<file path="src/jslm_pkg.sv">
// Shared constants for the sample lane mapper: widths, link modes,
// per-mode frame shapes and per-variant lane counts.
// Assumes one frame clock and samples presented MSB-aligned, 9 bits wide.
package jslm_pkg;
    // ----------------------------------------------------------------
    // Widths
    // ----------------------------------------------------------------
    localparam int SAMP_W    = 9;   // Converter sample width
    localparam int OCT_W     = 8;   // One octet
    localparam int CHANS     = 4;   // Channels A to D
    localparam int LANES     = 8;   // Serial lanes of the quad part
    localparam int LANE_W    = 64;  // Widest lane frame, 8 octets
    localparam int MAX_SAMP  = 10;  // Most samples per channel per frame
    localparam int PAD_W     = 3;   // Zero pad after a 9-bit sample
    localparam int FIELD_W   = SAMP_W + PAD_W; // 12-bit field
    localparam int FIELD10_W = SAMP_W + 1;     // 10-bit field
    localparam int TAIL_W    = 4;   // Closing tail nibble of mode 0
    localparam int M0_FIELDS = 5;   // Fields per lane in mode 0
    localparam int M1_OFF    = 48;  // Lane-group span in mode 1, bits
    localparam int M1_LANE_W = 16;  // Two octets per lane in mode 1

    // ----------------------------------------------------------------
    // Link modes
    // ----------------------------------------------------------------
    localparam logic [1:0] MODE_9B_WIDE   = 2'h0; // 9-bit, 8/4/2 lanes
    localparam logic [1:0] MODE_9B_PACKED = 2'h1; // 9-bit, 6/3/2 lanes
    localparam logic [1:0] MODE_8B_SINGLE = 2'h2; // 8-bit, 4/2/1 lanes
    localparam logic [1:0] MODE_9B_QUAD   = 2'h3; // 9-bit, 4 per lane

    // Samples per channel per frame, by mode
    localparam logic [3:0] NEED_M0 = 4'ha;
    localparam logic [3:0] NEED_M1 = 4'h2;
    localparam logic [3:0] NEED_M2 = 4'h1;
    localparam logic [3:0] NEED_M3 = 4'h4;

    // Octets per lane frame, by mode
    localparam logic [3:0] OCT_M0 = 4'h8;
    localparam logic [3:0] OCT_M1 = 4'h2;
    localparam logic [3:0] OCT_M2 = 4'h1;
    localparam logic [3:0] OCT_M3 = 4'h5;

    // Mode 1 lane counts per variant
    localparam logic [3:0] M1_LANES_1CH = 4'h2;
    localparam logic [3:0] M1_LANES_2CH = 4'h3;
    localparam logic [3:0] M1_LANES_4CH = 4'h6;
    localparam int         M1_GROUP     = 3;    // Lanes per channel pair
endpackage

</file>
<file path="src/jslm_mapper.sv">
// Transport-layer mapper: packs channel samples into per-lane octet frames
// for link modes 0 to 3. Expects one sample per present channel on each
// cycle with samp_valid high; line coding follows downstream.
`timescale 1ns/100ps
module jslm_mapper #(
    parameter int NUM_CH = jslm_pkg::CHANS  // Variant: 1, 2 or 4
) (
    // Clock, reset, enable
    input  wire logic                         clk,
    input  wire logic                         reset,
    input  wire logic                         ce,
    // Configuration
    input  wire logic [1:0]                   link_mode_select,
    // Sample stream, one per channel
    input  wire logic                         samp_valid,
    input  wire logic [jslm_pkg::SAMP_W-1:0]  samp [jslm_pkg::CHANS],
    // Lane frames
    output logic                              frame_valid,
    output logic      [jslm_pkg::LANES-1:0]   lane_en,
    output logic      [3:0]                   lane_octets,
    output logic      [jslm_pkg::LANE_W-1:0]  lane_data [jslm_pkg::LANES]
);
    localparam int SW = jslm_pkg::SAMP_W;
    localparam int LW = jslm_pkg::LANE_W;
    localparam int NL = jslm_pkg::LANES;
    localparam int NC = jslm_pkg::CHANS;
    localparam int MS = jslm_pkg::MAX_SAMP;
    localparam logic [jslm_pkg::PAD_W-1:0] PAD = '0;

    // ----------------------------------------------------------------
    // Mode tracking
    // ----------------------------------------------------------------
    logic [1:0] mode_q;
    logic [1:0] mode_d;
    logic       flush;
    logic [3:0] need;
    logic [3:0] octets;
    logic [3:0] lane_cnt;
    logic [NL-1:0] en_mask;

    // A mode change drops any half-gathered frame rather than mixing layouts
    always_comb begin
        flush  = (link_mode_select != mode_q);
        mode_d = link_mode_select;
    end

    always_ff @(posedge clk) begin
        if (reset) begin
            mode_q <= jslm_pkg::MODE_9B_WIDE;
        end else if (ce) begin
            mode_q <= mode_d;
        end
    end

    // Frame shape and lane count for the current mode and variant
    always_comb begin
        case (mode_q)
            jslm_pkg::MODE_9B_WIDE: begin
                need     = jslm_pkg::NEED_M0;
                octets   = jslm_pkg::OCT_M0;
                lane_cnt = 4'(2 * NUM_CH);
            end
            jslm_pkg::MODE_9B_PACKED: begin
                need   = jslm_pkg::NEED_M1;
                octets = jslm_pkg::OCT_M1;
                lane_cnt = (NUM_CH == 1) ? jslm_pkg::M1_LANES_1CH :
                           (NUM_CH == 2) ? jslm_pkg::M1_LANES_2CH :
                                           jslm_pkg::M1_LANES_4CH;
            end
            jslm_pkg::MODE_8B_SINGLE: begin
                need     = jslm_pkg::NEED_M2;
                octets   = jslm_pkg::OCT_M2;
                lane_cnt = 4'(NUM_CH);
            end
            default: begin
                need     = jslm_pkg::NEED_M3;
                octets   = jslm_pkg::OCT_M3;
                lane_cnt = 4'(NUM_CH);
            end
        endcase
        en_mask = NL'((9'h001 << lane_cnt) - 9'h001);
    end

    // ----------------------------------------------------------------
    // Per-channel gathering
    // ----------------------------------------------------------------
    logic [SW-1:0] ch_slot [NC][MS];
    logic [NC-1:0] ch_done;

    // Absent channels read as zero so their lane positions carry zeros
    generate
        for (genvar g = 0; g < NC; g++) begin : g_ch
            if (g < NUM_CH) begin : g_on
                jslm_chan_gather #(.SW(SW), .DEPTH(MS)) u_gather (
                    .clk       (clk),
                    .reset     (reset),
                    .ce        (ce),
                    .flush     (flush),
                    .need      (need),
                    .in_valid  (samp_valid),
                    .in_sample (samp[g]),
                    .slots     (ch_slot[g]),
                    .done      (ch_done[g])
                );
            end else begin : g_off
                always_comb begin
                    ch_done[g] = 1'b0;
                    for (int k = 0; k < MS; k++) begin
                        ch_slot[g][k] = '0;
                    end
                end
            end
        end
    endgenerate

    // ----------------------------------------------------------------
    // Frame layout
    // ----------------------------------------------------------------
    logic [LW-1:0] lane_d [NL];
    logic [jslm_pkg::M1_OFF-1:0] grp;

    // Octet 0 sits in the top byte of each lane word, MSB first
    always_comb begin
        grp = '0;
        for (int i = 0; i < NL; i++) begin
            lane_d[i] = '0;
        end
        case (mode_q)
            jslm_pkg::MODE_9B_WIDE: begin
                for (int c = 0; c < NC; c++) begin
                    for (int h = 0; h < 2; h++) begin
                        for (int k = 0; k < jslm_pkg::M0_FIELDS; k++) begin
                            lane_d[2*c+h][LW-1-jslm_pkg::FIELD_W*k -:
                                jslm_pkg::FIELD_W] =
                                {ch_slot[c][2*k+h], PAD};
                        end
                    end
                end
            end
            jslm_pkg::MODE_9B_PACKED: begin
                // Each channel pair spans three lanes; samples straddle them
                for (int p = 0; p < NC/2; p++) begin
                    grp = {ch_slot[2*p][0],   PAD, ch_slot[2*p][1],   PAD,
                           ch_slot[2*p+1][0], PAD, ch_slot[2*p+1][1], PAD};
                    for (int j = 0; j < jslm_pkg::M1_GROUP; j++) begin
                        lane_d[jslm_pkg::M1_GROUP*p+j]
                            [LW-1 -: jslm_pkg::M1_LANE_W] =
                            grp[jslm_pkg::M1_OFF-1-jslm_pkg::M1_LANE_W*j -:
                                jslm_pkg::M1_LANE_W];
                    end
                end
            end
            jslm_pkg::MODE_8B_SINGLE: begin
                for (int c = 0; c < NC; c++) begin
                    lane_d[c][LW-1 -: jslm_pkg::OCT_W] =
                        ch_slot[c][0][SW-1 -: jslm_pkg::OCT_W];
                end
            end
            default: begin
                for (int c = 0; c < NC; c++) begin
                    for (int k = 0; k < int'(jslm_pkg::NEED_M3); k++) begin
                        lane_d[c][LW-1-jslm_pkg::FIELD10_W*k -:
                            jslm_pkg::FIELD10_W] =
                            {ch_slot[c][k], 1'b0};
                    end
                end
            end
        endcase
        for (int i = 0; i < NL; i++) begin
            if (!en_mask[i]) begin
                lane_d[i] = '0;
            end
        end
    end

    // ----------------------------------------------------------------
    // Output registers
    // ----------------------------------------------------------------
    always_ff @(posedge clk) begin
        if (reset) begin
            frame_valid <= 1'b0;
            lane_en     <= '0;
            lane_octets <= '0;
            for (int i = 0; i < NL; i++) begin
                lane_data[i] <= '0;
            end
        end else if (ce) begin
            frame_valid <= ch_done[0] && !flush;
            lane_en     <= en_mask;
            lane_octets <= octets;
            if (ch_done[0] && !flush) begin
                lane_data <= lane_d;
            end
        end
    end
endmodule

</file>
<file path="src/jslm_chan_gather.sv">
// Collects consecutive samples of one channel into a frame's worth of slots.
// Assumes the caller holds need steady except across a flush.
`timescale 1ns/100ps
module jslm_chan_gather #(
    parameter int SW    = jslm_pkg::SAMP_W,
    parameter int DEPTH = jslm_pkg::MAX_SAMP
) (
    // Clock, reset, enable
    input  wire logic          clk,
    input  wire logic          reset,
    input  wire logic          ce,
    // Control
    input  wire logic          flush,
    input  wire logic [3:0]    need,
    // Sample stream
    input  wire logic          in_valid,
    input  wire logic [SW-1:0] in_sample,
    // Gathered frame
    output logic      [SW-1:0] slots [DEPTH],
    output logic               done
);
    logic [SW-1:0] slots_d [DEPTH];
    logic [3:0]    cnt_q;
    logic [3:0]    cnt_d;
    logic          done_d;

    // ----------------------------------------------------------------
    // Slot fill
    // ----------------------------------------------------------------
    // Sample k of the frame lands in slot k, so slot order is time order
    always_comb begin
        slots_d = slots;
        cnt_d   = cnt_q;
        done_d  = 1'b0;
        if (flush) begin
            cnt_d = 4'h0;
        end else if (in_valid) begin
            slots_d[cnt_q] = in_sample;
            if (cnt_q == need - 4'h1) begin
                cnt_d  = 4'h0;
                done_d = 1'b1;
            end else begin
                cnt_d = cnt_q + 4'h1;
            end
        end
    end

    // Slots clear to zero on reset; done gates every use of them
    always_ff @(posedge clk) begin
        if (reset) begin
            cnt_q <= 4'h0;
            done  <= 1'b0;
            for (int i = 0; i < DEPTH; i++) begin
                slots[i] <= '0;
            end
        end else if (ce) begin
            cnt_q <= cnt_d;
            done  <= done_d;
            slots <= slots_d;
        end
    end
endmodule

</file>
<file path="config.mk">
export PLATFORM = sky130hd
export DESIGN_NAME = jslm_mapper
export DESIGN_NICKNAME = d
export VERILOG_FILES = /design/src/jslm_pkg.sv /design/src/jslm_mapper.sv /design/src/jslm_chan_gather.sv
export SDC_FILE = /design/constraint.sdc
export NUM_CORES = 2
export LEC_CHECK = 0
export BUFFER_PORTS_ARGS = -buffer_cell sky130_fd_sc_hd__buf_2
export CORE_ASPECT_RATIO = 0.7
export CORE_MARGIN = 1
export CORE_UTILIZATION = 54
export CTS_CLUSTER_DIAMETER = 40
export DETAILED_ROUTE_END_ITERATION = 7
export PLACE_DENSITY = 0.88
export SLEW_MARGIN = 40
export SYNTH_ARGS = -nofsm -noshare
export SYNTH_HDL_FRONTEND = slang
export SYNTH_HIERARCHICAL = 1
export SYNTH_SLANG_ARGS = --single-unit
</file>
<file path="constraint.sdc">
create_clock -name clk -period 8.1 [get_ports clk]
set_input_delay 0 -clock clk [delete_from_list [all_inputs] [get_ports clk]]
set_output_delay 0 -clock clk [all_outputs]
set_load 0.01 [all_outputs]
</file>
## Word-level counts from Yosys, hierarchy flattened

Cells that the tools add are included.

- Shifts and indexed selects: 1
- Bitwise logic cells: 5
- Order comparisons: 8
- Equal/unequal tests: 7
- Add/subtract/negate cells: 6
- Mux-type cells: 59
- Reduce and logical (&&, ||, !) cells: 12

Operators by type and width:

| operator | number |
|---|---|
| $mux W64 | 8 |
| $bwmux W90 | 4 |
| $pmux W24 S2 | 4 |
| $demux W9 S4 | 4 |
| $mux W60 | 2 |
| $pmux W8 S3 | 4 |
| $mux W44 | 2 |
| $mux W20 | 4 |
| $pmux W16 S2 | 2 |
| $mux W4 | 12 |
| $pmux W8 S2 | 3 |
| $mux W9 | 4 |
| $pmux W4 S3 | 2 |
| $ge A5 B5 Y1 const B | 4 |
| $lt A5 B1 Y1 const B | 4 |
| $not A4 Y5 | 4 |
| $add A4 B1 Y4 const B | 4 |
| $eq A4 B4 Y1 | 4 |
| $pmux W4 S2 | 1 |
| $shl A1 B4 Y8 const A | 1 |
| $sub A8 B1 Y8 const B | 1 |
| $logic_and A1 B1 Y1 | 5 |
| $reduce_and A2 Y1 | 2 |
| $sub A4 B1 Y4 const B | 1 |
| other kinds (10) | 12 |

- Flip-flop bits (word level): 904
- Output and inout bits: 525
- Logic and storage cells: 155
- Input bits: 42

## Depth between registers and ports, before layout

- Depth in word-level cells: 7
- Depth in mapped cells: 11
- Depth with buffers taken out: 8

## Modules after synthesis

The synthesis kept the hierarchy.

Modules (own cells, without submodules):

| module | cells an instance | area an instance (um^2) | seq. area each (um^2) | instances |
|---|---|---|---|---|
| jslm_mapper | 2,040 | 19,104.6 | 8,227.9 | 1 |
| jslm_chan_gather (g_ch[0].g_on.u_gather ...) | 359 | 3,708.6 | 1,901.8 | 3 |
| jslm_chan_gather (g_ch[3].g_on.u_gather) | 360 | 3,736.1 | 1,901.8 | 1 |

## Worst setup path after synthesis

OpenSTA, ideal clock, no wires.

- Path type: reg-to-reg
- Start point: register mode_q[1]
- End point: register g_ch[3].g_on.u_gather/done (netlist name)
- Setup time: 0.065 ns
- Setup slack: 5.275 ns
- Arrival time: 2.760 ns
- Required time: 8.035 ns
- Period minus slack after synthesis: 2.825 ns
- Buffers on the path: 3
- Stages on the path, launching flop included: 12
- Cells stage by stage: dfxtp_1 buf_6 buf_4 clkbuf_1 inv_1 nor2_1 inv_1 ha_1 xor2_1 nand3_4 o32a_1 nor2_1

RTL lines:

| item | RTL line | RTL |
|---|---|---|
| start, declared | jslm_mapper.sv:33 | `logic [1:0] mode_q;` |
| start signal, assigned | jslm_mapper.sv:49 | `mode_q <= jslm_pkg::MODE_9B_WIDE;` |
| start signal, assigned | jslm_mapper.sv:51 | `mode_q <= mode_d;` |

## Final worst setup path

- Start point: register mode_q[0]
- End point: register g_ch[2].g_on.u_gather/slots[1] (netlist bit)

- Cells in the longest elaborated chain, start to end: 3

RTL lines:

| item | RTL line | RTL |
|---|---|---|
| $ne A2 B2 Y1 | jslm_mapper.sv:43 | `flush = (link_mode_select != mode_q);` |
| via flush | jslm_mapper.sv:35 | `logic flush;` |
| $not A1 Y1 (no line) | -- |  |
| $reduce_and A3 Y1 (no line) | -- |  |
| end signal, assigned | jslm_chan_gather.sv:59 | `slots <= slots_d;` |
| end, declared | jslm_chan_gather.sv:19 | `output logic [SW-1:0] slots [DEPTH],` |

The timed path passes the listed nets, and every way through them passes these cells.
A chain may end at the register's enable or synchronous reset.

==> metrics.csv <==
metric,value,unit
Switching Share,25.0,%
largest net degree at the start of global routing,159,
"Slew Viols, Final",0,
critical path arrival,4.19,ns
failing checks,DRC,
drt pass-1 iters,8,
worst slew pin tran,0.880,ns
vias per inst,6.00,
Layout fillers,4847,
skew final,0.0257,ns
Net Sw Power,2.12,mW
max layer used,met4,
Cells after DPL,4420,
WL met3,14.3,mm
syn avg cell area,9.77,sq um
power share of the sequential group,46.0,%
H-tree depth,3,
Final Hold Violating Endpoints,0,
non-filler cells in the finished layout,4622,
Area growth syn-to-layout,14.1,%
DP HPWL,70.2,mm
TritonCTS clock tree,done,
combinational share of power,5.3,%
"Clk Latency, worst-skew pair",0.65,ns
PortBufs,454,
DIE AREA,0.0637,sq mm
final wirelength,110,mm
power per cell area,219,mW/mm^2
Setup TNS Final,0,ns
FMAX,0.270,GHz
Final ANT Viol Nets,0,
Global Route Usage Sum,33.3,%
routability congestion estimate,0.919,
routed via count,27700,
worst hold slack,0.331,ns
worst-case clock buffer depth,3,
internal power,6.35,mW
DR DRC count,52,
clock sinks,788,
first-pass GRT wire length,163,mm
DP Area,0.0351,sq mm
Worst Hold Class,in2reg,
Multi-input gate area,0.0156,sq mm
Routed WL per cell,23.8,um
met1 wire length,43.7,mm
Die H,211,um
Final Cell Area,0.0386,sq mm
final period utilization,45.7,%
Worst-path clk slew,0.07,ns
min Tclk post-route,3.70,ns
Initial DRC Count,3642,
TritonCTS buffer count,88,
synth warn,6,
CP Capture Type,flop,
clock share of power,48.7,%
num ports,567,
row count,76,
initial antenna violation count,0,
CTS root buf,clkbuf_16,
CP required,8.59,ns
status,"complete, but fails checks",
WS Path Type,reg2reg,
CP Max Fanout,47,
Setup crit start kind,flop,
Congestion Overflow GR,0,
Die X-Extent,301,um
ratio of cells with drive above 1 in the final layout,19.1,%
Initial Utilization,54.8,%
Syn Inst Count,3462,
core area,0.0617,sq mm
leakage power,19.7,nW
R2R setup slack,4.40,ns
Worst VDD drop,0.000154,V
sequential cell area,0.0158,sq mm
metal2 WL,46.9,mm
Final setup viols,0,
Inserted Diodes,0,
Final #Nets,3799,
Max-Cap Viols,0,
RSZ-0062 raised after global routing,no,
number of global-route vias before repair,26100,
Mapped Area,0.0338,sq mm
Slew HR,41.4,%
state kept, by name, indices dropped and copies added, names as in the netlist:
signal / count
lane_data: 400
g_ch.g_on.u_gather/slots: 360
g_ch.g_on.u_gather/cnt_q: 16
lane_en: 5
lane_octets: 3
mode_q: 2
frame_valid: 1
g_ch.g_on.u_gather/done: 1
through the flow:
stage          setup WS [ns]  power, mW  utilization (%)
6_report                4.40       8.47             62.6
5_1_grt                 4.37       8.69             62.6
4_1_cts                 4.56       8.47             62.5
3_5_place_dp            4.64       4.39             57.0
3_3_place_gp            4.75       4.38             56.7
2_1_floorplan           5.30       4.31                -
placed cells by master (no fill, tap or decap), drive strengths merged, types with 34 or more instances in the layout:
cell type    instances
o311ai              51
dfxtp              788
dlygate4sd3         42
a41o                37
conb               114
a31oi               38
inv                 48
nand3               42
mux2                46
clkbuf             102
nand2              531
a22oi               76
mux2i              636
nor2               379
o31ai               51
o311a               45
buf                489
a211oi              34
what timing repair did:
action | in CTS | in global routing
resized for setup | 0 | 0
hold endpoints to repair | 373 | 0
setup buffers | 0 | 0
hold buffers | 42 | 0
power by group through the flow:
stage | Combinational [mW] | Sequential, mW | Clock [mW]
2_1_floorplan | 0.330 | 3.98 | 0
3_3_place_gp | 0.393 | 3.98 | 0
3_5_place_dp | 0.404 | 3.98 | 0
4_1_cts | 0.423 | 3.90 | 4.14
5_1_grt | 0.464 | 3.90 | 4.32
6_report | 0.450 | 3.90 | 4.13
critical path, stage by stage (launching register included):
cell and delay (ns):
dfxtp_4 0.56, xnor2_2 0.15, buf_4 0.50, nand2_1 0.56, and3b_1 0.52, nand4_1 0.68, mux2i_1 0.41, nor2_1 0.09
layer usage:
metal  track usage, %  vias up
met5                0        -
met4             14.7        0
met3             12.4      321
met2             49.1     1751
met1             43.5    13300
li1                 -    12300
path summary, 6_finish.rpt:
path | cells after the start | end | from
worst max-delay path | 7 | g_ch[2].g_on.u_gather/slots[1] | mode_q[0]
worst min-delay path | 4 | mode_q[0] | link_mode_select[0]
worst max register to register | 7 | g_ch[2].g_on.u_gather/slots[1] | mode_q[0]
worst min register to register | 2 | lane_data[37] | g_ch[3].g_on.u_gather/slots[42]
area by class of cell:
class                      instances  area share, %
clock buffer                     102           6.08
sequential                       788           40.9
tap                              819           2.65
multi-input combinational       2298           40.4
inverter                          29          0.314
clock inverter                    55           1.63
timing repair buffer             531           8.10
No activity file was read; power rests on OpenSTA's default activity.
